`config.mk`:
```
export PLATFORM = sky130hd
export DESIGN_NAME = nand_host
export DESIGN_NICKNAME = d
export VERILOG_FILES = /design/src/hdl/nand_host_pkg.sv /design/src/hdl/nand_sync.sv /design/src/hdl/nand_strobe.sv /design/src/hdl/nand_host.sv
export SDC_FILE = /design/constraint.sdc
export NUM_CORES = 1
export LEC_CHECK = 0
export BUFFER_PORTS_ARGS = -buffer_cell sky130_fd_sc_hd__buf_2
export CORE_MARGIN = 5
export CORE_UTILIZATION = 40
export DETAILED_ROUTE_END_ITERATION = 6
export PLACE_DENSITY = 0.63
export REMOVE_ABC_BUFFERS = 1
export SLEW_MARGIN = 5
export SYNTH_ARGS = -nofsm -noshare
export SYNTH_HDL_FRONTEND = slang
export SYNTH_SLANG_ARGS = --single-unit
```
`constraint.sdc`:
```
create_clock -name clk -period 9.7 [get_ports clk]
set_input_delay 2.91 -clock clk [delete_from_list [all_inputs] [get_ports clk]]
set_output_delay 2.91 -clock clk [all_outputs]
set_load 0.02 [all_outputs]
```
`src/hdl/nand_host_pkg.sv`:
```
// Shared constants, timing and pin carrier for the NAND flash host controller
package nand_host_pkg;

  // ----------------------------------------------------------------
  // Register map (byte offsets on the Avalon-MM slave)
  // ----------------------------------------------------------------
  localparam logic [4:0] OFF_CTRL = 5'h00;
  localparam logic [4:0] OFF_CMD = 5'h04;
  localparam logic [4:0] OFF_COL = 5'h08;
  localparam logic [4:0] OFF_ROW = 5'h0C;
  localparam logic [4:0] OFF_ADDR = 5'h10;
  localparam logic [4:0] OFF_DATA = 5'h14;
  localparam logic [4:0] OFF_STATUS = 5'h18;
  localparam logic [4:0] OFF_FINISH = 5'h1C;

  // Field positions
  localparam int CTRL_WP_BIT = 0;
  localparam int CTRL_DESEL_BIT = 1;
  localparam int CMD_WAIT_BIT = 8;
  localparam int ADDR_COLONLY_BIT = 0;
  localparam int STS_READY_BIT = 0;
  localparam int STS_ERR_BIT = 1;
  localparam int STS_ENGINE_BIT = 2;
  localparam int STS_BYTE_LSB = 8;
  localparam int DEV_READY_BIT = 6;

  // Reset values: write protect asserted, chip deselected
  localparam logic [1:0] CTRL_RESET = 2'h2;
  localparam logic [12:0] COL_RESET = 13'h0000;
  localparam logic [17:0] ROW_RESET = 18'h00000;

  // ----------------------------------------------------------------
  // Array geometry
  // ----------------------------------------------------------------
  localparam int COL_W = 13;
  localparam int ROW_W = 18;
  localparam int PAGE_W = 6;
  localparam int BLOCK_W = 12;
  localparam logic [12:0] COL_LAST = 13'h10FF;
  localparam int ADDR_CYCLES = 5;
  localparam int COL_CYCLES = 2;

  // ----------------------------------------------------------------
  // Command codes
  // ----------------------------------------------------------------
  localparam logic [7:0] CMD_READ_SETUP = 8'h00;
  localparam logic [7:0] CMD_READ_GO = 8'h30;
  localparam logic [7:0] CMD_OUT_COL = 8'h05;
  localparam logic [7:0] CMD_OUT_COL_GO = 8'hE0;
  localparam logic [7:0] CMD_PROG_SETUP = 8'h80;
  localparam logic [7:0] CMD_PROG_GO = 8'h10;
  localparam logic [7:0] CMD_PROG_CACHE = 8'h15;
  localparam logic [7:0] CMD_ERASE_SETUP = 8'h60;
  localparam logic [7:0] CMD_ERASE_GO = 8'hD0;
  localparam logic [7:0] CMD_STATUS = 8'h70;
  localparam logic [7:0] CMD_STATUS_MULTI = 8'h71;
  localparam logic [7:0] CMD_RESET = 8'hFF;

  // ----------------------------------------------------------------
  // Timing, in picoseconds, and cycle counts at 200 MHz
  // ----------------------------------------------------------------
  localparam int T_CLK_PS = 5000;
  localparam int T_SETUP_PS = 12000;
  localparam int T_WP_PS = 12000;
  localparam int T_WH_PS = 10000;
  localparam int T_REA_PS = 20000;
  localparam int T_REH_PS = 10000;
  localparam int T_WHR_PS = 60000;
  localparam int T_WB_PS = 100000;
  localparam int SYNC_STAGES = 2;

  // Least time rounded up to whole cycles, never below one
  function automatic int cyc_min(input int ps);
    int c;
    c = (ps + T_CLK_PS - 1) / T_CLK_PS;
    return (c < 1) ? 1 : c;
  endfunction : cyc_min

  localparam int CYC_SETUP = cyc_min(T_SETUP_PS);
  localparam int CYC_WP = cyc_min(T_WP_PS);
  localparam int CYC_WH = cyc_min(T_WH_PS);
  localparam int CYC_RD_LOW = cyc_min(T_REA_PS) + SYNC_STAGES + 1;
  localparam int CYC_REH = cyc_min(T_REH_PS);
  localparam int CYC_GAP = cyc_min(T_WHR_PS);
  localparam int CYC_WB = cyc_min(T_WB_PS);

  // Pins toward the flash; io_in and busy_flag_n come back separately
  typedef struct packed {
    logic ce_n;
    logic cle;
    logic ale;
    logic we_n;
    logic output_strobe_n;
    logic wp_n;
    logic io_oe;
    logic [7:0] io_out;
  } pins_t;

endpackage : nand_host_pkg

```
`src/hdl/nand_sync.sv`:
```
// Two-flop synchroniser for pins coming from the flash
`timescale 1ns/1ps
module nand_sync #(
  parameter int W = 1
) (
  input wire logic clk,
  input wire logic rst_n,
  input wire logic [W-1:0] d,
  output logic [W-1:0] q
);

  logic [W-1:0] meta_q;

  // First stage feeds only the second
  always_ff @(posedge clk) begin
    if (!rst_n) begin
      meta_q <= '0;
      q <= '0;
    end else begin
      meta_q <= d;
      q <= meta_q;
    end
  end

endmodule : nand_sync

```
`src/hdl/nand_strobe.sv`:
```
// Timed low-then-high strobe pulse generator for write and read strobes
`timescale 1ns/1ps
module nand_strobe (
  input wire logic clk,
  input wire logic rst_n,
  input wire logic start,
  input wire logic [7:0] low_cnt,
  input wire logic [7:0] high_cnt,
  output logic strobe_n,
  output logic sample,
  output logic done
);

  logic act_q, act_d;
  logic low_q, low_d;
  logic [7:0] cnt_q, cnt_d;
  logic strobe_n_d;

  // Low phase of low_cnt cycles, then high phase of high_cnt cycles
  always_comb begin
    act_d = act_q;
    low_d = low_q;
    cnt_d = cnt_q;
    strobe_n_d = strobe_n;
    if (start) begin
      act_d = 1'b1;
      low_d = 1'b1;
      cnt_d = low_cnt - 8'h01;
      strobe_n_d = 1'b0;
    end else if (act_q) begin
      if (cnt_q != 8'h00) begin
        cnt_d = cnt_q - 8'h01;
      end else if (low_q) begin
        low_d = 1'b0;
        cnt_d = high_cnt - 8'h01;
        strobe_n_d = 1'b1;
      end else begin
        act_d = 1'b0;
      end
    end
  end

  always_ff @(posedge clk) begin
    if (!rst_n) begin
      act_q <= 1'b0;
      low_q <= 1'b0;
      cnt_q <= 8'h00;
      strobe_n <= 1'b1;
    end else begin
      act_q <= act_d;
      low_q <= low_d;
      cnt_q <= cnt_d;
      strobe_n <= strobe_n_d;
    end
  end

  // Sample on the last low cycle, done on the last high cycle
  assign sample = act_q & low_q & (cnt_q == 8'h00);
  assign done = act_q & ~low_q & (cnt_q == 8'h00);

endmodule : nand_strobe

```
`src/hdl/nand_host.sv`:
```
// Host controller driving the NAND flash pins from Avalon-MM registers
//
// Contract
// - Host sends five address bytes in order, two for a column change
// - Cycle type decoded from latch enable levels
// - Only status, reset and finish reach the pins while device is busy
// - End cache program via status poll, reset
// - End cached multi-page program likewise
// - Host never drives while device drives
`timescale 1ns/1ps
module nand_host (
  input wire logic clk,
  input wire logic rst_n,
  input wire logic [4:0] avs_address,
  input wire logic avs_read,
  input wire logic avs_write,
  input wire logic [31:0] avs_writedata,
  input wire logic [3:0] avs_byteenable,
  output logic [31:0] avs_readdata,
  output logic avs_waitrequest,
  output nand_host_pkg::pins_t pins,
  input wire logic [7:0] io_in,
  input wire logic busy_flag_n
);

  // ----------------------------------------------------------------
  // Types and helpers
  // ----------------------------------------------------------------
  typedef enum logic [6:0] {
    S_IDLE = 7'b0000001,
    S_SETUP = 7'b0000010,
    S_PULSE = 7'b0000100,
    S_GAP = 7'b0001000,
    S_WB = 7'b0010000,
    S_WAIT = 7'b0100000,
    S_DONE = 7'b1000000
  } state_t;

  typedef enum logic [3:0] {
    K_CMD = 4'b0001,
    K_ADDR = 4'b0010,
    K_DIN = 4'b0100,
    K_DOUT = 4'b1000
  } kind_t;

  typedef enum logic [4:0] {
    OP_CMD = 5'b00001,
    OP_ADDR = 5'b00010,
    OP_DIN = 5'b00100,
    OP_DOUT = 5'b01000,
    OP_FIN = 5'b10000
  } op_t;

  // Byte-lane merge of a bus write into a register word
  function automatic logic [31:0] be_merge(input logic [31:0] old, input logic [31:0] nw,
                                           input logic [3:0] be);
    logic [31:0] r;
    r = old;
    for (int i = 0; i < 4; i++) begin
      if (be[i]) r[8*i +: 8] = nw[8*i +: 8];
    end
    return r;
  endfunction : be_merge

  // Address byte for cycle idx: column low, column high, then three row bytes
  function automatic logic [7:0] addr_byte(input logic [12:0] col, input logic [17:0] row,
                                           input logic [2:0] idx);
    logic [7:0] b;
    unique case (idx)
      3'h0: b = col[7:0];
      3'h1: b = {3'h0, col[12:8]};
      3'h2: b = row[7:0];
      3'h3: b = row[15:8];
      default: b = {6'h00, row[17:16]};
    endcase
    return b;
  endfunction : addr_byte

  // ----------------------------------------------------------------
  // Synchronised pins and strobe engine
  // ----------------------------------------------------------------
  logic [8:0] sync_q;
  logic rdy;
  logic [7:0] io_s;
  logic stb_start, stb_n, stb_sample, stb_done;
  logic [7:0] stb_low, stb_high;

  nand_sync #(.W(9)) u_sync (
    .clk(clk),
    .rst_n(rst_n),
    .d({busy_flag_n, io_in}),
    .q(sync_q)
  );
  assign rdy = sync_q[8];
  assign io_s = sync_q[7:0];

  nand_strobe u_strobe (
    .clk(clk),
    .rst_n(rst_n),
    .start(stb_start),
    .low_cnt(stb_low),
    .high_cnt(stb_high),
    .strobe_n(stb_n),
    .sample(stb_sample),
    .done(stb_done)
  );

  // ----------------------------------------------------------------
  // State
  // ----------------------------------------------------------------
  state_t state_q, state_d;
  kind_t kind_q, kind_d;
  op_t op_q, op_d;
  logic [7:0] byte_q, byte_d;
  logic [7:0] cnt_q, cnt_d;
  logic [2:0] idx_q, idx_d;
  logic [2:0] last_q, last_d;
  logic [1:0] step_q, step_d;
  logic wait_q, wait_d;
  logic [1:0] ctrl_q, ctrl_d;
  logic [12:0] col_q, col_d;
  logic [17:0] row_q, row_d;
  logic [7:0] cmd_q, cmd_d;
  logic [7:0] data_q, data_d;
  logic err_q, err_d;
  logic [31:0] m;

  // Bus decode
  logic req, sel_cmd, sel_addr, sel_data, sel_fin, is_op, busy_ok, refuse, ack;
  assign req = avs_read | avs_write;
  assign sel_cmd = avs_write & ({avs_address[4:2], 2'b00} == nand_host_pkg::OFF_CMD);
  assign sel_addr = avs_write & ({avs_address[4:2], 2'b00} == nand_host_pkg::OFF_ADDR);
  assign sel_data = req & ({avs_address[4:2], 2'b00} == nand_host_pkg::OFF_DATA);
  assign sel_fin = avs_write & ({avs_address[4:2], 2'b00} == nand_host_pkg::OFF_FINISH);
  assign is_op = sel_cmd | sel_addr | sel_data | sel_fin;

  // While busy only status reads, reset and finish reach the pins
  assign busy_ok = (sel_cmd & ((avs_writedata[7:0] == nand_host_pkg::CMD_STATUS) |
                   (avs_writedata[7:0] == nand_host_pkg::CMD_STATUS_MULTI) |
                   (avs_writedata[7:0] == nand_host_pkg::CMD_RESET))) | sel_fin;

  // Refused ops complete at once and set the error flag
  assign refuse = is_op & ((~rdy & ~busy_ok) |
                  (sel_data & avs_write & ~ctrl_q[nand_host_pkg::CTRL_WP_BIT]) |
                  (sel_data & (col_q > nand_host_pkg::COL_LAST)));

  assign ack = req & (~is_op | (state_q == S_IDLE & refuse) | (state_q == S_DONE));
  assign avs_waitrequest = req & ~ack;

  // ----------------------------------------------------------------
  // Sequencer and register next-state
  // ----------------------------------------------------------------
  always_comb begin
    state_d = state_q;
    kind_d = kind_q;
    op_d = op_q;
    byte_d = byte_q;
    cnt_d = cnt_q;
    idx_d = idx_q;
    last_d = last_q;
    step_d = step_q;
    wait_d = wait_q;
    ctrl_d = ctrl_q;
    col_d = col_q;
    row_d = row_q;
    cmd_d = cmd_q;
    data_d = data_q;
    err_d = err_q;
    stb_start = 1'b0;
    m = 32'h0000_0000;
    unique case (state_q)
      S_IDLE: begin
        if (is_op & ~refuse) begin
          state_d = S_SETUP;
          cnt_d = 8'(nand_host_pkg::CYC_SETUP);
          idx_d = 3'h0;
          step_d = 2'h0;
          wait_d = 1'b0;
          if (sel_cmd) begin
            op_d = OP_CMD;
            kind_d = K_CMD;
            byte_d = avs_writedata[7:0];
            wait_d = avs_writedata[nand_host_pkg::CMD_WAIT_BIT];
          end else if (sel_addr) begin
            op_d = OP_ADDR;
            kind_d = K_ADDR;
            byte_d = addr_byte(col_q, row_q, 3'h0);
            // Two cycles for column change, otherwise the full five
            last_d = avs_writedata[nand_host_pkg::ADDR_COLONLY_BIT] ?
                     3'(nand_host_pkg::COL_CYCLES - 1) :
                     3'(nand_host_pkg::ADDR_CYCLES - 1);
          end else if (sel_fin) begin
            op_d = OP_FIN;
            kind_d = K_CMD;
            byte_d = nand_host_pkg::CMD_STATUS;
          end else if (avs_write) begin
            op_d = OP_DIN;
            kind_d = K_DIN;
            byte_d = avs_writedata[7:0];
          end else begin
            op_d = OP_DOUT;
            kind_d = K_DOUT;
          end
        end
      end
      S_SETUP: begin
        // Latch levels and data settle before the strobe falls
        if (cnt_q == 8'h01) begin
          state_d = S_PULSE;
          stb_start = 1'b1;
        end else begin
          cnt_d = cnt_q - 8'h01;
        end
      end
      S_PULSE: begin
        if (stb_sample & (kind_q == K_DOUT)) data_d = io_s;
        if (stb_done) begin
          state_d = S_GAP;
          cnt_d = 8'(nand_host_pkg::CYC_GAP);
          if (kind_q == K_CMD) cmd_d = byte_q;
          // Host column mirror follows the device's counter
          if ((kind_q == K_DIN) | (op_q == OP_DOUT)) col_d = col_q + 13'h0001;
        end
      end
      S_GAP: begin
        // Turnaround gap also keeps the bus idle after the device drove it
        if (cnt_q != 8'h01) begin
          cnt_d = cnt_q - 8'h01;
        end else begin
          state_d = S_DONE;
          cnt_d = 8'(nand_host_pkg::CYC_SETUP);
          unique case (op_q)
            OP_ADDR: begin
              if (idx_q != last_q) begin
                state_d = S_SETUP;
                idx_d = idx_q + 3'h1;
                byte_d = addr_byte(col_q, row_q, idx_q + 3'h1);
              end
            end
            OP_CMD: begin
              if (wait_q) begin
                state_d = S_WB;
                cnt_d = 8'(nand_host_pkg::CYC_WB);
              end
            end
            OP_FIN: begin
              unique case (step_q)
                2'h0: begin
                  state_d = S_SETUP;
                  kind_d = K_DOUT;
                  step_d = 2'h1;
                end
                2'h1: begin
                  state_d = S_SETUP;
                  // Poll status until the prior program is done, then reset
                  if (data_q[nand_host_pkg::DEV_READY_BIT]) begin
                    kind_d = K_CMD;
                    byte_d = nand_host_pkg::CMD_RESET;
                    step_d = 2'h2;
                  end
                end
                default: begin
                  state_d = S_WB;
                  cnt_d = 8'(nand_host_pkg::CYC_WB);
                end
              endcase
            end
            default: begin
            end
          endcase
        end
      end
      S_WB: begin
        // Busy line is not valid until the device has had time to pull it
        if (cnt_q != 8'h01) cnt_d = cnt_q - 8'h01;
        else state_d = S_WAIT;
      end
      S_WAIT: begin
        // No fixed busy time is assumed, cached programs vary widely
        if (rdy) state_d = S_DONE;
      end
      S_DONE: begin
        if (req) state_d = S_IDLE;
      end
      default: state_d = S_IDLE;
    endcase

    // Plain register writes take effect on acceptance
    if (avs_write & ack) begin
      unique case ({avs_address[4:2], 2'b00})
        nand_host_pkg::OFF_CTRL: begin
          m = be_merge({30'h0, ctrl_q}, avs_writedata, avs_byteenable);
          ctrl_d = m[1:0];
        end
        nand_host_pkg::OFF_COL: begin
          m = be_merge({19'h0, col_q}, avs_writedata, avs_byteenable);
          col_d = m[12:0];
        end
        nand_host_pkg::OFF_ROW: begin
          m = be_merge({14'h0, row_q}, avs_writedata, avs_byteenable);
          row_d = m[17:0];
        end
        nand_host_pkg::OFF_STATUS: begin
          if (avs_byteenable[0] & avs_writedata[nand_host_pkg::STS_ERR_BIT]) err_d = 1'b0;
        end
        default: begin
        end
      endcase
    end
    // A refusal in the same cycle as a clear keeps the flag set
    if (state_q == S_IDLE & refuse) err_d = 1'b1;
  end

  always_ff @(posedge clk) begin
    if (!rst_n) begin
      state_q <= S_IDLE;
      kind_q <= K_CMD;
      op_q <= OP_CMD;
      byte_q <= 8'h00;
      cnt_q <= 8'h00;
      idx_q <= 3'h0;
      last_q <= 3'h0;
      step_q <= 2'h0;
      wait_q <= 1'b0;
      ctrl_q <= nand_host_pkg::CTRL_RESET;
      col_q <= nand_host_pkg::COL_RESET;
      row_q <= nand_host_pkg::ROW_RESET;
      cmd_q <= nand_host_pkg::CMD_READ_SETUP;
      data_q <= 8'h00;
      err_q <= 1'b0;
    end else begin
      state_q <= state_d;
      kind_q <= kind_d;
      op_q <= op_d;
      byte_q <= byte_d;
      cnt_q <= cnt_d;
      idx_q <= idx_d;
      last_q <= last_d;
      step_q <= step_d;
      wait_q <= wait_d;
      ctrl_q <= ctrl_d;
      col_q <= col_d;
      row_q <= row_d;
      cmd_q <= cmd_d;
      data_q <= data_d;
      err_q <= err_d;
    end
  end

  // ----------------------------------------------------------------
  // Pin drive
  // ----------------------------------------------------------------
  logic on_bus;
  assign on_bus = (state_q == S_SETUP) | (state_q == S_PULSE);
  assign stb_low = (kind_q == K_DOUT) ? 8'(nand_host_pkg::CYC_RD_LOW) :
                   8'(nand_host_pkg::CYC_WP);
  assign stb_high = (kind_q == K_DOUT) ? 8'(nand_host_pkg::CYC_REH) :
                    8'(nand_host_pkg::CYC_WH);

  // Strobes stay high outside a cycle, so waits never clock the device
  always_comb begin
    pins.ce_n = ctrl_q[nand_host_pkg::CTRL_DESEL_BIT] & (state_q == S_IDLE);
    pins.cle = on_bus & (kind_q == K_CMD);
    pins.ale = on_bus & (kind_q == K_ADDR);
    pins.we_n = (kind_q == K_DOUT) ? 1'b1 : stb_n;
    pins.output_strobe_n = (kind_q == K_DOUT) ? stb_n : 1'b1;
    pins.wp_n = ctrl_q[nand_host_pkg::CTRL_WP_BIT];
    pins.io_oe = on_bus & (kind_q != K_DOUT);
    pins.io_out = byte_q;
  end

  // ----------------------------------------------------------------
  // Read data
  // ----------------------------------------------------------------
  always_comb begin
    avs_readdata = 32'h0000_0000;
    unique case ({avs_address[4:2], 2'b00})
      nand_host_pkg::OFF_CTRL: avs_readdata = {30'h0, ctrl_q};
      nand_host_pkg::OFF_CMD: avs_readdata = {24'h0, cmd_q};
      nand_host_pkg::OFF_COL: avs_readdata = {19'h0, col_q};
      nand_host_pkg::OFF_ROW: avs_readdata = {14'h0, row_q};
      nand_host_pkg::OFF_DATA: avs_readdata = {24'h0, data_q};
      nand_host_pkg::OFF_STATUS: begin
        avs_readdata[nand_host_pkg::STS_READY_BIT] = rdy;
        avs_readdata[nand_host_pkg::STS_ERR_BIT] = err_q;
        avs_readdata[nand_host_pkg::STS_ENGINE_BIT] = (state_q != S_IDLE);
        avs_readdata[nand_host_pkg::STS_BYTE_LSB +: 8] = data_q;
      end
      default: avs_readdata = 32'h0000_0000;
    endcase
  end

endmodule : nand_host

```
==> results by group <==
Pwr
  – Leak Pwr: 0.00286 uW
  – Power per cell area: 194 nW/um^2
  – VDD IR max: 132 uV

Drt
  – Post-route DRC: 0
  – Drt first pass iters: 7
  – Iter 0 DRT Violations: 579
  – Final wirelength: 20.2 mm
  – Vias: 6,540
  – WL/cell: 18.0 um
  – Vias per std cell: 5.82
  – ANT nets after route: 0

STA
  – Slew margin rel.: 34.9%
  – FMAX: 0.125 GHz
  – Final Max Slew Viols: 0
  – Tcrit/Tclk final: 82.6%
  – Setup ws final: 1.69 ns
  – Period minus WS final: 8.01 ns
  – Clk_skew: 0.0128 ns
  – Worst Tran Pin Value: 0.972 ns
  – Fin. Hold Viols: 0
  – Final setup violation count: 0
  – Setup_tns: 0 ns
  – RSZ-0062 raised after global routing: false

Synth
  – Synth top area share: 35.1%
  – Mapped cell area: 6790 sq um
  – Post-synthesis cell count: 857
  – Distinct cells, synth: 79
  – Largest area contributor in the netlist: dfxtp_1
  – Ys Warns: 0
  – Most frequently used flop master after synthesis: dfxtp_1
  – Sequential-to-total area share from yosys stat: 35.1%
  – Top cells by area in the synthesized netlist: dfxtp_1 (35%), a21oi_1 (5.9%), mux2i_1 (5.9%)
  – Synth Area per Inst: 7.92 sq um
  – Flops & latches, synth: 119
  – Post-synth EDFFs: 0
  – Async SR Flop Fraction: 0%

Clock network
  – CTS Buf Count: 17
  – Postcts setup bufs: 0
  – Clock transition at path regs: 0.06 ns
  – Clk_lat worst skew: 0.43 ns
  – Clock Tree Buf Depth: 2
  – Clk Tree Root Cell: clkbuf_16
  – Htree depth: 4
  – Hold buffers post-CTS: 0
  – Clock sinks: 119
  – Post-cts sizing count: 0
  – CTS tree: yes

Floorplanning
  – Die Ht: 140 um
  – Initial core utilization: 40.8%
  – Core Rows: 47
  – Die X-Extent: 140 um
  – Die Footprint: 19,700 sq um
  – Boundary pin count: 102
  – Core area: 16,600 sq um

Critical path
  – Top cell family by delay on the critical path: simple AND/OR/NAND/NOR gates
  – Endpoint class of the critical path: primary output
  – CP startpoint kind: input port
  – Data arrival, critical path: 5.10 ns
  – Critical path fanouts, max: 34
  – Crit-path cells: buf_2 > nand2_1 > or4b_2 > nand3_1 > or2_2 > nand2_1 > a21oi_1 > nor2_1 > buf_2
  – Max stage delay on crit path: 0.67 ns
  – Kind of critical path: in2out
  – Slowest stage cell, crit path: or4b_2
  – Worst endpoint required time: 6.79 ns
  – Crit path buffers/inverters: 2

Layout
  – Layout cells sized above 1: 15.2%
  – Area delta synth->final: 13.0%
  – Antenna diodes: 0
  – Fill cells: 1,652
  – Final #Nets: 955

Worst hold path
  – Min-Delay Path Class: reg2reg

GRT
  – First-pass GRT wire length: 32.0 mm
  – GRT Residual Overflow: 0
  – Initial antenna violation count: 0
  – Largest net degree at the start of global routing: 60
  – Total track usage: 20.3%
  – Vias in the first global route: 5,959

Placement
  – GP Congestion: 0.920
  – Detailed Place HPWL: 14.2 mm
  – DP Worst Slack: 1.70 ns
  – PortBufs: 70

Run status
  – Run status: finished clean

Run
  – Max_cap viols: 0
## registers in the layout, indices dropped and copies added, names as in the netlist, 4 cells and up
name and count:
row_q 18, cnt_q 8, kind_q 4, byte_q 8, u_sync.q 9, op_q 5
u_sync.meta_q 9, data_q 8, u_strobe.cnt_q 8, col_q 13, state_q 7, cmd_q 8
## power by group
part	internal [uW]	total, uW	switching, uW
Clock	357	615	257
Sequential	518	547	29.7
Combinational	108	328	220
## cell usage in the layout, fill, tap and decap left out, types with 30 or more instances in the layout
cell type  Yosys  layout
a21oi_1       80      80
and2_1        30      30
buf_2          5      70
dfxtp_1      119     119
mux2i_1       40      40
nand2_1       85      85
nand3_1       54      54
nor2_1        81      81
o21ai_0       42      42
## kinds of logic (layout without fill, tap and decap cells)
kind of cell,after synthesis,after routing,synth area share (%)
xor gates and xnor gates,4,4,0.516
DFF,119,119,35.1
and+or+nand+nor,371,371,28.5
other,1,14,0.0552
adders and majority gates,10,10,1.84
muxes,43,43,6.56
buffers and inverters,90,124,6.67
AOI/OAI and AO/OA,219,219,20.7
## final cells by class
class | instances | area (sq um) | share of cell area, %
multi-input combinational | 661 | 4000 | 52.2
sequential | 119 | 2380 | 31.0
clock inverter | 15 | 144 | 1.88
clock buffer | 17 | 425 | 5.54
timing repair buffer | 73 | 373 | 4.86
tap | 220 | 275 | 3.59
inverter | 19 | 71.3 | 0.929
## per-stage QoR
step           total power, uW  util (%)  instance area (sq um)  std cells  hold slack [ns]
6_report                  1490      46.1                   7670       1124            0.431
4_1_cts                   1500      46.1                   7670       1124            0.435
3_5_place_dp               881      42.7                   7100       1092            0.419
5_1_grt                   1560      46.1                   7670       1124            0.446
3_3_place_gp               879      42.7                   7100       1092            0.412
2_1_floorplan              776         -                   6460        799            0.412
## cells in the mapped netlist, drive strengths merged (3+ instances only)
cell	n
a2111oi	4
a211oi	7
a21oi	80
a222oi	5
a22o	4
a22oi	13
a2bb2oi	4
a31oi	10
a32oi	3
and2	31
and3	14
buf	31
clkbuf	39
dfxtp	119
ha	10
inv	19
mux2i	40
nand2	87
nand2b	13
nand3	55
nand3b	3
nand4	11
nor2	82
nor2b	14
nor3	18
nor3b	3
nor4	11
nor4b	3
o2111ai	8
o211ai	9
o21ai	45
o22ai	8
o31ai	5
o41ai	4
or2	5
or3	8
or4	4
xor2	3
## per-layer routing
metal  up-vias  track usage, %  share of wire [%]
li1       3165               -                  -
met1      3088            26.9                 44
met4         0            7.14                2.3
met2       251            32.0                 46
met5         -               0                  0
met3        36            5.18                7.0
## worst paths after layout
| check | from | endpoint | slack (ns) | cells after the start |
|---|---|---|---|---|
| worst max register to register | u_strobe.cnt_q[2]$_SDFFE_PN0P_ | col_q[11]$_SDFFE_PN0P_ | 6.61 | 7 |
| worst min register to register | u_sync.meta_q[5]$_SDFF_PN0_ | u_sync.q[5]$_SDFF_PN0_ | 0.43 | 1 |
| worst min-delay path | u_sync.meta_q[5]$_SDFF_PN0_ | u_sync.q[5]$_SDFF_PN0_ | 0.43 | 1 |
| worst max-delay path | avs_address[2] | avs_waitrequest | 1.69 | 9 |
(Power assumes the default switching activity.)
